**config.mk**
```make
export PLATFORM = sky130hd
export DESIGN_NAME = gsl_status_lamps
export DESIGN_NICKNAME = d
export VERILOG_FILES = /design/src/gsl_pkg.sv /design/src/gsl_status_lamps.sv
export VERILOG_INCLUDE_DIRS = /design/src
export SDC_FILE = /design/constraint.sdc
export NUM_CORES = 1
export LEC_CHECK = 0
export ABC_AREA = 1
export BUFFER_PORTS_ARGS = -buffer_cell sky130_fd_sc_hd__buf_4
export CORE_MARGIN = 5
export CORE_UTILIZATION = 30
export DETAILED_ROUTE_END_ITERATION = 16
export HOLD_SLACK_MARGIN = 0.03
export SLEW_MARGIN = 20
export SYNTH_ARGS = -nofsm -noshare
export SYNTH_HDL_FRONTEND = slang
export SYNTH_SLANG_ARGS = --single-unit
```
**constraint.sdc**
```tcl
create_clock -name clk_sys -period 2.25 [get_ports clk_sys]
set_input_delay 0.675 -clock clk_sys [delete_from_list [all_inputs] [get_ports clk_sys]]
set_output_delay 0.675 -clock clk_sys [all_outputs]
set_load 0.1 [all_outputs]
```
**src/gsl_regs.svh**
```systemverilog
// Constants for the status lamp and general-purpose pin block.
// Summary of operation
// - Pins in lamp mode are only pulled low, never driven high.
// - Speed lamp lit at 100 Mb/s, during auto-negotiation, and with cable unplugged.
// - Speed lamp released high only while link runs at 10 Mb/s.
// - Link lamp lit steadily while link valid and no blink in progress.
// - Activity turns the link lamp off for 80 ms.
// - After an off pulse, lamp lit at least 80 ms before another blink.
// - Duplex lamp lit in full duplex, released otherwise.
`ifndef GSL_REGS_SVH
`define GSL_REGS_SVH
`define GSL_CLK_HZ 10000000
`define GSL_BLINK_MS 80
`define GSL_BLINK_CYC ((`GSL_CLK_HZ / 1000) * `GSL_BLINK_MS)
`define GSL_CNT_W 20
`define GSL_NPINS 3
`define GSL_MODE_IN 2'h0
`define GSL_MODE_PP 2'h1
`define GSL_MODE_OD 2'h2
`define GSL_MODE_LAMP 2'h3
`endif

```
**src/gsl_pkg.sv**
```systemverilog
// Types for the status lamp and general-purpose pin block.
package gsl_pkg;
  typedef enum logic [2:0] {
    GSL_IDLE = 3'h1,
    GSL_OFF = 3'h2,
    GSL_ON = 3'h4
  } gsl_blink_e;
  typedef struct packed {
    logic speed_100;
    logic full_duplex;
    logic aneg_busy;
    logic cable_on;
    logic link_ok;
    logic activity;
  } gsl_phy_s;
  typedef struct packed {
    logic [2:0] o;
    logic [2:0] oe;
  } gsl_pad_s;
endpackage : gsl_pkg

```
**src/gsl_status_lamps.sv**
```systemverilog
// Three general-purpose pins multiplexed with active-low Ethernet status lamps.
`timescale 1ns/100ps
`include "gsl_regs.svh"
module gsl_status_lamps (
  input wire logic clk_sys,
  input wire logic rstn,
  input wire gsl_pkg::gsl_phy_s phy,
  input wire logic [5:0] pin_mode,
  input wire logic [2:0] pin_out_val,
  input wire logic [2:0] status_lamp_pins_i,
  output gsl_pkg::gsl_pad_s status_lamp_pins,
  output logic [2:0] pin_in_val
);
  import gsl_pkg::*;
  // Length of one off or one on interval of the activity blink, counted on clk_sys.
  localparam logic [19:0] BLINK_CYC = 20'(`GSL_BLINK_CYC);

  logic [2:0] sync1_r;
  logic [2:0] sync2_r;
  logic [2:0] pin_in_val_r;
  gsl_blink_e state_r, state_nxt;
  logic [19:0] cnt_r, cnt_nxt;
  logic act_pend_r, act_pend_nxt;
  logic speed_lamp_n, link_activity_lamp_n, duplex_lamp_n;
  logic [2:0] lamp_n;
  gsl_pad_s pad_r, pad_nxt;

  // The pins come from the board, so two flops guard against metastability.
  // The third stage only registers the value so that the output leaves a flop.
  always_ff @(posedge clk_sys or negedge rstn) begin
    if (!rstn) begin
      sync1_r <= 3'h0;
      sync2_r <= 3'h0;
      pin_in_val_r <= 3'h0;
    end else begin
      sync1_r <= status_lamp_pins_i;
      sync2_r <= sync1_r;
      pin_in_val_r <= sync2_r;
    end
  end
  assign pin_in_val = pin_in_val_r;

  // A blink is one off interval followed by a minimum on interval.
  // Activity seen during either interval is remembered and starts the next blink.
  always_comb begin
    state_nxt = state_r;
    cnt_nxt = cnt_r;
    act_pend_nxt = act_pend_r | phy.activity;
    unique case (state_r)
      GSL_IDLE: begin
        if (phy.link_ok && act_pend_nxt) begin
          state_nxt = GSL_OFF;
          cnt_nxt = BLINK_CYC - 20'h1;
          act_pend_nxt = 1'b0;
        end else begin
          act_pend_nxt = 1'b0;
        end
      end
      GSL_OFF: begin
        cnt_nxt = cnt_r - 20'h1;
        if (cnt_r == 20'h0) begin
          state_nxt = GSL_ON;
          cnt_nxt = BLINK_CYC - 20'h1;
        end
      end
      GSL_ON: begin
        cnt_nxt = cnt_r - 20'h1;
        if (cnt_r == 20'h0) begin
          state_nxt = GSL_IDLE;
        end
      end
      default: begin
        state_nxt = GSL_IDLE;
      end
    endcase
    // Losing the link aborts any blink and drops activity seen without a link.
    if (!phy.link_ok) begin
      state_nxt = GSL_IDLE;
      act_pend_nxt = 1'b0;
    end
  end

  always_ff @(posedge clk_sys or negedge rstn) begin
    if (!rstn) begin
      state_r <= GSL_IDLE;
      cnt_r <= 20'h0;
      act_pend_r <= 1'b0;
    end else begin
      state_r <= state_nxt;
      cnt_r <= cnt_nxt;
      act_pend_r <= act_pend_nxt;
    end
  end

  // Speed lamp lit unless link is up at 10 Mb/s.
  assign speed_lamp_n = phy.cable_on && !phy.aneg_busy && !phy.speed_100;
  assign link_activity_lamp_n = !(phy.link_ok && state_nxt != GSL_OFF);
  assign duplex_lamp_n = !phy.full_duplex;
  assign lamp_n = {duplex_lamp_n, link_activity_lamp_n, speed_lamp_n};

  // The output value is 1 only in push-pull mode; open-drain and lamp modes only sink or release.
  always_comb begin
    pad_nxt.o = 3'h0;
    pad_nxt.oe = 3'h0;
    for (int i = 0; i < `GSL_NPINS; i++) begin
      unique case (pin_mode[2*i +: 2])
        `GSL_MODE_PP: begin
          pad_nxt.o[i] = pin_out_val[i];
          pad_nxt.oe[i] = 1'b1;
        end
        `GSL_MODE_OD: begin
          pad_nxt.oe[i] = !pin_out_val[i];
        end
        `GSL_MODE_LAMP: begin
          pad_nxt.oe[i] = !lamp_n[i];
        end
        default: begin
          pad_nxt.oe[i] = 1'b0;
        end
      endcase
    end
  end

  always_ff @(posedge clk_sys or negedge rstn) begin
    if (!rstn) begin
      pad_r <= '0;
    end else begin
      pad_r <= pad_nxt;
    end
  end
  assign status_lamp_pins = pad_r;

  // Pad values are registered, so each pad check looks one edge after the inputs that caused it; the pin input check looks three edges after.
  a_lamp_never_high: assert property (@(posedge clk_sys) disable iff (!rstn)
    (pin_mode[1:0] == `GSL_MODE_LAMP) |=> !(pad_r.oe[0] && pad_r.o[0]))
    else $error("lamp pin driven high");

  a_lamp1_never_high: assert property (@(posedge clk_sys) disable iff (!rstn)
    (pin_mode[3:2] == `GSL_MODE_LAMP) |=> !pad_r.o[1])
    else $error("link lamp pin driven high");

  a_lamp2_never_high: assert property (@(posedge clk_sys) disable iff (!rstn)
    (pin_mode[5:4] == `GSL_MODE_LAMP) |=> !pad_r.o[2])
    else $error("duplex lamp pin driven high");

  a_speed_10m_off: assert property (@(posedge clk_sys) disable iff (!rstn)
    (pin_mode[1:0] == `GSL_MODE_LAMP && phy.cable_on && !phy.aneg_busy && !phy.speed_100)
    |=> !pad_r.oe[0])
    else $error("speed lamp lit at 10 Mb/s");

  a_speed_100m_on: assert property (@(posedge clk_sys) disable iff (!rstn)
    (pin_mode[1:0] == `GSL_MODE_LAMP && (phy.speed_100 || phy.aneg_busy || !phy.cable_on))
    |=> pad_r.oe[0])
    else $error("speed lamp not lit");

  a_duplex_lamp: assert property (@(posedge clk_sys) disable iff (!rstn)
    (pin_mode[5:4] == `GSL_MODE_LAMP) |=> (pad_r.oe[2] == $past(phy.full_duplex)))
    else $error("duplex lamp wrong");

  a_link_solid: assert property (@(posedge clk_sys) disable iff (!rstn)
    (pin_mode[3:2] == `GSL_MODE_LAMP && phy.link_ok && state_r == GSL_IDLE && !phy.activity && !act_pend_r)
    |=> pad_r.oe[1] && !pad_r.o[1])
    else $error("link lamp not lit");

  a_link_lost_dark: assert property (@(posedge clk_sys) disable iff (!rstn)
    (pin_mode[3:2] == `GSL_MODE_LAMP && !phy.link_ok) |=> !pad_r.oe[1])
    else $error("link lamp lit without link");

  a_link_lost_idle: assert property (@(posedge clk_sys) disable iff (!rstn)
    (!phy.link_ok) |=> state_r == GSL_IDLE && !act_pend_r)
    else $error("blink kept without link");

  a_idle_stays: assert property (@(posedge clk_sys) disable iff (!rstn)
    (state_r == GSL_IDLE && !phy.activity && !act_pend_r) |=> state_r == GSL_IDLE)
    else $error("blink started without activity");

  a_off_start: assert property (@(posedge clk_sys) disable iff (!rstn)
    (state_r == GSL_IDLE && phy.link_ok && phy.activity) |=> state_r == GSL_OFF && cnt_r == BLINK_CYC - 20'h1)
    else $error("blink did not start");

  a_off_count_down: assert property (@(posedge clk_sys) disable iff (!rstn)
    (state_r == GSL_OFF && cnt_r != 20'h0 && phy.link_ok) |=> state_r == GSL_OFF && cnt_r == $past(cnt_r) - 20'h1)
    else $error("off interval cut short");

  a_blink_dark: assert property (@(posedge clk_sys) disable iff (!rstn)
    ($past(pin_mode[3:2]) == `GSL_MODE_LAMP && state_r == GSL_OFF) |-> !pad_r.oe[1])
    else $error("link lamp lit during blink");

  a_off_to_on: assert property (@(posedge clk_sys) disable iff (!rstn)
    (state_r == GSL_OFF && cnt_r == 20'h0 && phy.link_ok) |=> state_r == GSL_ON && cnt_r == BLINK_CYC - 20'h1)
    else $error("minimum on interval skipped");

  a_state_legal: assert property (@(posedge clk_sys) disable iff (!rstn)
    $onehot(state_r))
    else $error("blink state illegal");

  a_act_latched: assert property (@(posedge clk_sys) disable iff (!rstn)
    (state_r != GSL_IDLE && phy.activity && phy.link_ok) |=> act_pend_r)
    else $error("activity lost");

  a_pend_consumed: assert property (@(posedge clk_sys) disable iff (!rstn)
    (state_r == GSL_IDLE && phy.link_ok && (act_pend_r || phy.activity)) |=> state_r == GSL_OFF && !act_pend_r)
    else $error("pending activity not consumed");

  a_pp_output: assert property (@(posedge clk_sys) disable iff (!rstn)
    (pin_mode[1:0] == `GSL_MODE_PP) |=> pad_r.oe[0] && pad_r.o[0] == $past(pin_out_val[0]))
    else $error("push-pull output wrong");

  a_pp_pin2: assert property (@(posedge clk_sys) disable iff (!rstn)
    (pin_mode[5:4] == `GSL_MODE_PP) |=> pad_r.oe[2] && pad_r.o[2] == $past(pin_out_val[2]))
    else $error("push-pull output wrong on pin 2");

  a_od_pin0: assert property (@(posedge clk_sys) disable iff (!rstn)
    (pin_mode[1:0] == `GSL_MODE_OD) |=> !pad_r.o[0] && pad_r.oe[0] == !$past(pin_out_val[0]))
    else $error("open-drain output wrong on pin 0");

  a_od_pin1: assert property (@(posedge clk_sys) disable iff (!rstn)
    (pin_mode[3:2] == `GSL_MODE_OD) |=> !pad_r.o[1] && pad_r.oe[1] == !$past(pin_out_val[1]))
    else $error("open-drain output wrong on pin 1");

  a_input_pin1: assert property (@(posedge clk_sys) disable iff (!rstn)
    (pin_mode[3:2] == `GSL_MODE_IN) |=> !pad_r.oe[1])
    else $error("input pin 1 driven");

  a_input_pin2: assert property (@(posedge clk_sys) disable iff (!rstn)
    (pin_mode[5:4] == `GSL_MODE_IN) |=> !pad_r.oe[2])
    else $error("input pin 2 driven");

  a_pin_sync_delay: assert property (@(posedge clk_sys) disable iff (!rstn)
    (rstn && $past(rstn, 3)) |-> pin_in_val_r == $past(status_lamp_pins_i, 3))
    else $error("pin input latency wrong");
endmodule : gsl_status_lamps

```
* Word-level counts from Yosys, hierarchy flattened
Cells that the tools add are included.
Operators by class: $add $sub $neg 1, equality and inequality tests 14, mux-type cells 16, bitwise gates (word level) 1, reductions and logical operators 13
Operators with widths (number):
- 20-bit one-hot mux with 3 select lines | 1
- 20-bit two-way mux | 2
- 20-bit zero test | 1
- 20-bit by 1-bit subtractor with 20-bit output (second input constant) | 1
- 2-bit equality test (second input constant) | 6
- 3-bit two-way mux | 4
- 1-bit one-hot mux with 3 select lines | 3
- 3-bit one-hot mux with 3 select lines | 1
- 2-bit by 1-bit equality test with 1-bit output (second input constant) | 3
- 1-bit zero test | 6
- 1-bit two-way mux | 5
- 1-bit logical AND | 4
- 3-bit by 1-bit equality test with 1-bit output (second input constant) | 1
- 3-bit by 2-bit equality test with 1-bit output (second input constant) | 1
- 3-bit equality test (second input constant) | 1
- 3-bit by 2-bit != test with 1-bit output (second input constant) | 1
- 3-bit nonzero test | 1
- 2-bit != test (second input constant) | 1
- 2-bit AND reduction | 1
- 1-bit OR | 1
Word-level totals: bits in registers 39, bits of input ports 20, output and inout port bits 9, word-level logic and storage cells 53

* Longest topological paths before layout
Gate-level depths: netlist (run 1).
depth in word-level cells 8, gate-level depth with buffers 10, mapped depth without buffers 10

* Worst setup path after synthesis (run 1)
Ideal clock, no wire load.
path type in2reg, start input port phy[0] (netlist name), end register cnt_r[6], library setup time 130 ps, arrival time 1459 ps, data required time 2120 ps, slack 661 ps, stages 7, path buffers 1, cell sequence o21ai_1 nand2_1 nand2_2 inv_2 buf_2 nand3b_1 nand3_2
On the way: word-level cells in the longest chain between the ends 4
RTL lines:
- start: declaration | RTL line gsl_status_lamps.sv:7 | input wire gsl_pkg::gsl_phy_s phy,
- 1-bit OR | RTL line gsl_status_lamps.sv:48 | act_pend_nxt = act_pend_r | phy.activity;
- 1-bit logical AND | RTL line gsl_status_lamps.sv:51 | if (phy.link_ok && act_pend_nxt) begin
- 2-bit != test (no source line)
- 2-bit AND reduction (no source line)
- end signal: assignment | RTL line gsl_status_lamps.sv:90 | cnt_r <= cnt_nxt;
- end: declaration | RTL line gsl_status_lamps.sv:22 | logic [19:0] cnt_r, cnt_nxt;
No other way between the ends. A chain may end at the register's enable or synchronous reset.

* Final worst setup path (run 1)
start register cnt_r[0], end register cnt_r[15]
On the way: word-level cells in the longest chain between the ends 3, elaborated cells between the ends (all ways) 4, classes of those cells 1 x add/sub; 2 x mux; 1 x reduce/logical
RTL lines:
- 20-bit by 1-bit subtractor with 20-bit output / 20-bit zero test (equally long branches) | RTL line gsl_status_lamps.sv:60, gsl_status_lamps.sv:67, gsl_status_lamps.sv:61
- 20-bit two-way mux | RTL line gsl_status_lamps.sv:61 | if (cnt_r == 20'h0) begin
- 20-bit one-hot mux with 3 select lines * | RTL line gsl_status_lamps.sv:49 | unique case (state_r)
Mark *: on every way between the ends. The rest lies on a longest branch, timed or not.

==> results of run 1 <==
[power by group]
group | internal [mW] | switching (mW) | leakage (nW) | total [mW]
logic | 0.0767 | 0.208 | 0.603 | 0.284
registers | 0.734 | 0.0200 | 0.447 | 0.754
clock network | 0.221 | 0.265 | 0.0443 | 0.486
total | 1.03 | 0.492 | 1.09 | 1.52
[final cells by class]
class / instances / area share
clock buffers: 5 / 0.0276
clock inverters: 3 / 0.0101
inverters: 34 / 0.0513
multi-input cells: 177 / 0.383
flip-flops and latches: 39 / 0.392
well taps: 96 / 0.0482
repair buffers: 29 / 0.0874
[final timing paths]
| check | startpoint | endpoint | slack (ns) | cells after the start |
|---|---|---|---|---|
| max in group asynchronous | rstn | state_r[0] | 1.55 | 1 |
| worst min-delay path | rstn | cnt_r[6] | 0.34 | 1 |
| min in group clk_sys | sync1_r[0] | sync2_r[0] | 0.35 | 0 |
| worst max register to register | cnt_r[0] | cnt_r[15] | 0.50 | 9 |
| worst max-delay path | cnt_r[0] | cnt_r[15] | 0.50 | 9 |
| worst min register to register | sync1_r[0] | sync2_r[0] | 0.35 | 0 |
[Yosys cell counts, types with 2 or more instances]
cell type	n
dfrtp_1	38
nand3_2	12
nor2_4	3
nor2_2	8
nand3_1	21
nor2_1	31
nand2_4	2
o21ai_0	7
o211ai_1	2
nand2_1	58
nand4_1	10
inv_2	8
buf_6	2
nor3_1	2
a21oi_1	5
nand3b_1	2
nand2_2	3
inv_1	25
[worst max-delay path: stages, from the launching register on]
cell and delay, ns:
dfrtp_1 0.40, inv_2 0.12, ha_1 0.30, nand2_2 0.10, nor2_4 0.18, nand3_4 0.11
nand2_4 0.10, nand2_4 0.15, inv_1 0.12, nor2_1 0.05
[kinds of logic after synthesis]
family,Yosys count
AND/OR/NAND/NOR,157
flip-flops,39
buffers and inverters,37
AO/OA/AOI/OAI,18
XOR/XNOR,1
adder cells (fa/ha/maj),1
[stage by stage]
step | setup WS (ns) | std cells | util | area (um^2)
CTS | 0.466 | 383 | 0.366 | 2490
global route | 0.317 | 383 | 0.366 | 2490
floorplan | 0.661 | 253 | - | 2090
global placement | 0.407 | 375 | 0.353 | 2400
finish | 0.505 | 383 | 0.366 | 2490
detailed placement | 0.345 | 375 | 0.353 | 2400
[layer usage]
layer / wire length [um] / part of all wire
met1: 1900 / 0.44
met2: 2100 / 0.48
met3: 290 / 0.067
met4: 62 / 0.014
met5: 0 / 0
[state kept, by name (all words and copies together), names as in the netlist]
register / cells
act_pend_r: 1
state_r: 3
cnt_r: 20
sync1_r: 3
pin_in_val: 3
status_lamp_pins: 6
sync2_r: 3
==> metrics.md, run 1 <==
| Metric | Value |
|---|---|
| Status | completed |
| Leading area contributor after synthesis | dfrtp_1 |
| Post-Synth XOR/XNOR Area | 0.00420 |
| Worst setup EP type | flop |
| CTS HTree Levels | 2 |
| Simple-gate share of the synthesized area | 0.397 |
| Seq. cell area | between 900 and 1000 um^2 |
| Crit path required time | 2.44 ns |
| Syn avg cell area | 8.24 um^2 |
| Initial core utilization | 0.307 |
| DR vias/cell | approximately 4.6 |
| Iteration-0 DRC Markers | 81 |
| Most common cell after layout, fill and taps aside | nand2_1 |
| Combinational family with the most area after synthesis | simple AND/OR/NAND/NOR gates |
| Post-CTS Setup Inserts | 0 |
| # nets final | around 310 |
| Via Count | around 1,800 |
| Most frequent cells in the layout | nand2_1 (58), dfrtp_1 (38), nor2_1 (31) |
| Global route hottest layer | met2 |
| CP Class | flop to flop |
| Total power | 1.52 mW |
| Met2 Use GR | 0.190 |
| Multi-input combinational cell area | about 950 um^2 |
| Post-synthesis mux area share | 0 |
| RSZ-0062 raised after global routing | no |
| ANT cells | 0 |
| Worst slew pin tran | between 0.4 and 0.5 ns |
| Netlist cell types | 32 |
| Fmax | 0.573 GHz |
| Worst slew margin | 0.673 |
| Hold_ws | 0.340 ns |
| Largest net degree at the start of global routing | 40 |
| Pre-antenna DRT Iters | 4 |
| Worst-path clk slew | approximately 0.080 ns |
| Io pins | 29 |
| Layout fillers | ~730 |
| Complex-gate fraction of the synthesized area | 0.0498 |
| PD cells | 612 nW/um^2 |
| Grt ovf | 0 |
| Row count | 30 |
| Top-area cell type share of the netlist area | 0.456 |
| Wirelength per Cell | between 10 and 15 um |
| Setup TNS | 0 ns |
| Sequential share of the synthesized area | 0.469 |
| HPWL after detailed placement | ~3300 um |
| Worst-path maximum fanout | 13 |
| Hold WC Path Type | input port to async pin |
| GRT Total Usage | 0.112 |
| Pleak | about 1.1 nW |
| Skew-Pair Late Insertion Delay | 0.29 ns |
| GPL Wtd Cong | 0.857 |
| IO Port Bufs | 28 |
| Remaining DRCs | 0 |
| Clock Skews | between 0.006 and 0.007 ns |
| Final period util | 0.776 |
| Layout cells sized above 1 | 0.272 |
| TritonCTS clock tree | built |
| # setup viols final | 0 |
| Tmin final | 1.75 ns |
| Met3 usage | 0.0306 |
| Seq cells post-synth | 39 |
| First-pass GRT wire length | 7790 um |
| Final Max Tran Viols | 0 |
| Post-synth EDFFs | 0 |
| Vias in the first global route | around 1,800 |
| Layout area overhead | 19.4% |
| Final hold viol count | 0 |
| Mapped Area | around 2100 um^2 |
| Synth warn | 0 |
| Synth Net Count | 274 |
| GR met1 Demand/Resource | 0.137 |
| Full die area | just under 9000 um^2 |
| Adder-cell share of the synthesized area | 0.00600 |
| Clock buffer depth | 2 |
| Die Span Y | around 93 um |
| Core area | about 6800 um^2 |
| Most area-consuming cells after synthesis | dfrtp_1 (46%), nand2_1 (10%), nand3_2 (5.8%) |
| Max Cap Viol | 0 |
| Die width | roughly 93 um |
| CTS Hold Buffers Added | 0 |
| Post-Syn Instances | between 200 and 300 |
| CTS resizes | 0 |
| Startpoint types | flop |
| Final wirelength | approximately 4400 um |
| Top_reg_cell synth | dfrtp_1 |
| Worst ir drop on vdd | 0.000332 V |
| Ys async rst share | 1.00 |
| Initial antenna violation count | 0 |
| TritonCTS Buffers | 5 |
| ANT nets after route | 0 |
| Clk sinks | 39 |
| WP data arrival | about 1.9 ns |
| Clk root buf | clkbuf_8 |
Note: power is estimated with default switching activity, not from simulation.
==> inputs of run 2 (changes only) <==
==> constraint.sdc (replaced) <==
create_clock -name clk_sys -period 1.5 [get_ports clk_sys]
set_input_delay 0.45 -clock clk_sys [delete_from_list [all_inputs] [get_ports clk_sys]]
set_output_delay 0.45 -clock clk_sys [all_outputs]
set_load 0.1 [all_outputs]
==> run 2 against run 1 <==
  * Global-route usage grew 0.44 points
  * Sequential cell count did not move
  * Count of clock-buffer cells in the layout is the same
  * Utilization is 7.8 points higher
  * Hold slack got worse by 0.22 ns
  * First-iteration DRC count rose by 17%
  * Sequential power is 49% higher
  * Register-to-register slack worse by 0.48 ns
  * Die area did not move
  * Critical path type unchanged
  * Largest cell class is now multi-input combinational cells
==> metrics.md, run 2 (same netlist as run 1, synthesis figures left out) <==
| Metric | Value |
|---|---|
| Wirelength per Cell | around 12 um |
| # setup viols final | 0 |
| TritonCTS Buffers | 5 |
| Die width | a little over 90 um |
| Startpoint types | flop |
| Worst path depth | 8 |
| Worst path most repeated cell | nand3_2 |
| WP data arrival | 1.65 ns |
| Worst ir drop on vdd | between 0.0006 and 0.0007 V |
| # nets final | between 300 and 400 |
| CP cell instances | nand3_2, nand3_2, nand2_4, buf_8, nor2_4, nand2_1, nand2_1, nand3_2 |
| Core area | ~6800 um^2 |
| Full die area | approximately 8700 um^2 |
| IO Port Bufs | 28 |
| Clk sinks | 39 |
| Crit path required time | 1.68 ns |
| Final Max Tran Viols | 0 |
| HPWL after detailed placement | 3490 um |
| Io pins | 29 |
| Worst-path clk slew | about 0.080 ns |
| Remaining DRCs | 0 |
| RSZ-0062 raised after global routing | yes |
| Pre-antenna DRT Iters | 4 |
| GRT Total Usage | 0.117 |
| Worst slew margin | 0.672 |
| Final hold viol count | 0 |
| CP Class | flop to flop |
| DR vias/cell | roughly 4.5 |
| Worst setup EP type | flop |
| Via Count | roughly 1,900 |
| Hold_ws | around 0.12 ns |
| Slowest cell delay on critical path | 0.55 ns |
| Initial core utilization | 0.307 |
| Status | completed |
| Pleak | 1.35 nW |
| Vias in the first global route | approximately 1,900 |
| Clk root buf | clkbuf_8 |
| Top Family by Delay on Critical Path | simple AND/OR/NAND/NOR gates |
| Iteration-0 DRC Markers | between 90 and 100 |
| Most frequent cells in the layout | buf_4 (65), nand2_1 (51), dfrtp_1 (37) |
| Worst-path maximum fanout | 6 |
| Max reg flops | 20 |
| Tmin final | 1.47 ns |
| Critical R2R Launch | state_r[0] |
| Worst setup path endpoint | cnt_r[5] |
| CTS HTree Levels | 2 |
| Most common cell after layout, fill and taps aside | buf_4 |
| Worst slew pin tran | 0.492 ns |
| Final wirelength | 4870 um |
| ANT cells | 0 |
| Multi-input combinational cell area | roughly 1100 um^2 |
| Max Cap Viol | 0 |
| Critical path's slowest cell | dfstp_2 |
| Hold WC Path Type | input port to async pin |
| Seq. cell area | ~980 um^2 |
| First-pass GRT wire length | between 8000 and 9000 um |
| Clock Skews | just over 0.006 ns |
| Row count | 30 |
| Grt ovf | 0 |
| Layout area overhead | 44.6% |
| CP startpoint | state_r[0] |
| Top reg by flops | cnt_r |
| TritonCTS clock tree | built |
| R2R Setup Slk | about 0.028 ns |
| Die Span Y | roughly 93 um |
| Layout fillers | around 640 |
| ANT nets after route | 0 |
| Worst reg2reg endpoint | cnt_r[5] |
| Total power | roughly 2.8 mW |
| Worst Path Buf+Inv | 1 |
| Skew-Pair Late Insertion Delay | 0.29 ns |
| PD cells | 932 nW/um^2 |
| Largest net degree at the start of global routing | 40 |
| Worst r2r path cells | 8 |
| Final period util | 0.981 |
| Fmax | 0.679 GHz |
| Clock buffer depth | 2 |
| GPL Wtd Cong | between 0.8 and 0.9 |
| Layout cells sized above 1 | 0.440 |
| Initial antenna violation count | 0 |
## run 2: repair_timing
item,in CTS,in global routing
gates cloned,0,1
hold buffers,0,0
pin swaps,3,14
setup buffers,1,8
resized for setup,10,36
hold endpoints to repair,0,0
endpoints found under the setup margin,16,20
## run 2: stage by stage
stage	worst slack (ns)	setup TNS, ns	instance area (um^2)	cells	util
after detailed placement	-0.0935	-0.419	2630	405	0.388
after global routing	-0.0507	-0.590	3020	423	0.444
after floorplan	0.0675	0	2090	253	-
final	0.0282	0	3020	423	0.444
after global placement	-0.0375	-0.269	2630	405	0.388
after CTS	0.0184	0	2830	414	0.416
## run 2: worst min-delay path by stage
stage | endpoint | start | slack, ns | cells past startpoint
floorplan | act_pend_r | rstn | 0.15 | 0
global placement | pin_in_val[2] | sync2_r[2] | 0.33 | 0
detailed placement | pin_in_val[0] | sync2_r[0] | 0.33 | 0
CTS | cnt_r[0] | rstn | 0.14 | 1
global route | pin_in_val[1] | rstn | 0.16 | 1
finish | cnt_r[0] | rstn | 0.12 | 1
## run 2: final cells by class
class	count	share of cell area
multi-input cells	177	0.360
flip-flops and latches	39	0.324
repair buffers	69	0.185
inverters	34	0.0448
well taps	96	0.0398
clock buffers	5	0.0228
clock inverters	3	0.0224
## run 2: routing by layer
metal	up-vias	GRT usage	share of wire
li1	959	-	-
met3	7	0.0330	0.045
met5	-	0	0
met1	896	0.148	0.46
met4	0	0.0403	0.015
met2	40	0.189	0.48
## run 2: where the power goes
| group | total, mW | internal [mW] | switching [mW] |
|---|---|---|---|
| registers | 1.12 | 1.10 | 0.0240 |
| logic | 0.635 | 0.251 | 0.385 |
| clock network | 1.05 | 0.663 | 0.389 |
| total | 2.81 | 2.01 | 0.798 |
==> inputs of run 3 (changes only) <==
--- a/config.mk
+++ b/config.mk
@@ -8,10 +8,10 @@
 export LEC_CHECK = 0
 export ABC_AREA = 1
 export BUFFER_PORTS_ARGS = -buffer_cell sky130_fd_sc_hd__buf_4
-export CORE_MARGIN = 5
 export CORE_UTILIZATION = 30
 export DETAILED_ROUTE_END_ITERATION = 16
 export HOLD_SLACK_MARGIN = 0.03
+export REMOVE_ABC_BUFFERS = 1
 export SLEW_MARGIN = 20
 export SYNTH_ARGS = -nofsm -noshare
 export SYNTH_HDL_FRONTEND = slang
==> run 3 against run 2 <==
  * Fmax grew 1.3%
  * First-iteration DRC count grew 23%
  * Sequential share of layout area shrank 0.43 points
  * Global-route usage grew 2.7 points
  * Critical path depth grew 2
  * Combinational power grew 7.4%
  * Setup slack gained 0.020 ns
  * Sequential power is essentially flat
  * Hold slack lost 0.0080 ns
  * Critical path type unchanged
  * Largest power group unchanged
==> metrics.md, run 3 (same netlist as run 1, synthesis figures left out) <==
| Metric | Value |
|---|---|
| Initial core utilization | 0.309 |
| Final wirelength | 5240 um |
| Clk root buf | clkbuf_8 |
| CP cell instances | inv_2, ha_4, buf_6, nand3_2, nor2_1, nand2_2, nor2_4, nand2_1, nand2_1, nand3_2 |
| Crit path required time | 1.69 ns |
| Largest net degree at the start of global routing | 40 |
| Worst slew margin | 0.665 |
| Worst slew pin tran | 0.503 ns |
| GRT Total Usage | 0.143 |
| CP Class | flop to flop |
| Startpoint types | flop |
| Worst setup EP type | flop |
| RSZ-0062 raised after global routing | yes |
| Max reg flops | 20 |
| Placed Cells | just under 400 |
| Most common cell after layout, fill and taps aside | buf_4 |
| Vias in the first global route | around 1,800 |
| Layout cells sized above 1 | 0.465 |
| Top reg by flops | cnt_r |
| Iteration-0 DRC Markers | ~120 |
| Initial antenna violation count | 0 |
| Grt ovf | 0 |
| Final Max Tran Viols | 0 |
| Layout area overhead | 47.0% |
| TritonCTS clock tree | built |
| Tmin final | 1.45 ns |
| Final hold viol count | 0 |
| Via Count | 1,959 |
| Fmax | a little under 0.7 GHz |
| Skew-Pair Late Insertion Delay | approximately 0.30 ns |
| Slowest cell delay on critical path | roughly 0.41 ns |
| TritonCTS Buffers | 5 |
| PD cells | just under 900 nW/um^2 |
| # nets final | about 350 |
| Row count | 30 |
| Worst-path clk slew | about 0.090 ns |
| Die Span Y | ~85 um |
| WP data arrival | 1.64 ns |
| Worst Path Buf+Inv | 2 |
| Remaining DRCs | 0 |
| HPWL after detailed placement | approximately 3500 um |
| Clock buffer depth | 2 |
| IO Port Bufs | 28 |
| # setup viols final | 0 |
| Clock Skews | between 0.007 and 0.008 ns |
| Post-Layout Cell Count | 407 |
| Clk sinks | 39 |
| Wirelength per Cell | around 13 um |
| Worst ir drop on vdd | between 0.0004 and 0.0005 V |
| Hold WC Path Type | input port to async pin |
| Top Family by Delay on Critical Path | simple AND/OR/NAND/NOR gates |
| GPL Wtd Cong | 0.904 |
| CTS HTree Levels | 2 |
| CTS Hold Buffers Added | 0 |
| Most frequent cells in the layout | buf_4 (60), nand2_1 (50), dfrtp_1 (35) |
| Core area | around 6800 um^2 |
| Critical path's slowest cell | dfrtp_1 |
| Pre-antenna DRT Iters | 4 |
| DR vias/cell | just under 5 |
| ANT cells | 0 |
| ANT nets after route | 0 |
| First-pass GRT wire length | between 8000 and 9000 um |
| Worst-path maximum fanout | 4 |
| Io pins | 29 |
| Final period util | 0.968 |
| Pleak | around 1.4 nW |
| Status | completed |
| Full die area | 7290 um^2 |
| Max Cap Viol | 0 |
| Die width | between 80 and 90 um |
| Post-Route Utilization | 0.454 |
==> run 3: per-stage QoR <==
step	setup WS (ns)	hold slack (ns)	setup TNS [ns]	cell area (um^2)	power, mW
after floorplan	-0.0290	0.154	-0.0290	2060	1.43
after global placement	-0.0511	0.333	-0.230	2620	1.69
after detailed placement	-0.0854	0.335	-0.584	2620	1.70
after CTS	0.00937	0.144	0	2780	2.65
after global routing	-0.0380	0.146	-0.205	3070	2.83
final	0.0478	0.110	0	3070	2.72
==> run 3: final timing paths <==
check                      slack (ns)                  start       endpoint  cells after the start
hold / removal                   0.11                   rstn       cnt_r[7]                      1
setup / recovery                 0.05               cnt_r[0]      cnt_r[18]                     10
max in group asynchronous        1.02                   rstn     state_r[0]                      1
min in group clk_sys             0.25  status_lamp_pins_i[1]     sync1_r[1]                      1
setup reg to reg                 0.05               cnt_r[0]      cnt_r[18]                     10
hold reg to reg                  0.35             sync2_r[0]  pin_in_val[0]                      0
==> run 3: layout make-up <==
type,instances,area (um^2)
inverters,34,138
clock inverters,3,43.8
flip-flops and latches,39,981
repair buffers,68,567
clock buffers,5,68.8
fillers,654,3690
well taps,80,100
multi-input cells,178,1170
==> run 3: worst register-to-register path: cells and delay by family (launching register included) <==
| family | cells | cell delay [ns] |
|---|---|---|
| and+or+nand+nor | 7 | 0.61 |
| DFF | 1 | 0.41 |
| buffers and inverters | 2 | 0.19 |
| adders and majority gates | 1 | 0.14 |
==> run 3: power breakdown <==
| part | switching (mW) | leakage [nW] | internal, mW | total, mW |
|---|---|---|---|---|
| Combinational | 0.412 | 0.846 | 0.270 | 0.682 |
| Sequential | 0.0262 | 0.446 | 1.10 | 1.13 |
| Clock | 0.414 | 0.0581 | 0.496 | 0.909 |
| Total | 0.852 | 1.35 | 1.87 | 2.72 |
==> run 3: layer usage <==
metal / vias to the layer above / GRT usage / wire length [um]
li1: 966 / - / -
met1: 947 / 0.186 / 2380
met2: 36 / 0.235 / 2620
met3: 10 / 0.0370 / 161
met4: 0 / 0.0470 / 89
met5: - / 0 / 0
==> run 3: what timing repair did <==
action / in CTS / in global routing
gates resized for setup: 9 / 56
endpoints found under the hold margin: 0 / 0
cloned: 0 / 1
pin swaps: 2 / 17
setup endpoints to repair: 16 / 22
setup buffers: 1 / 9
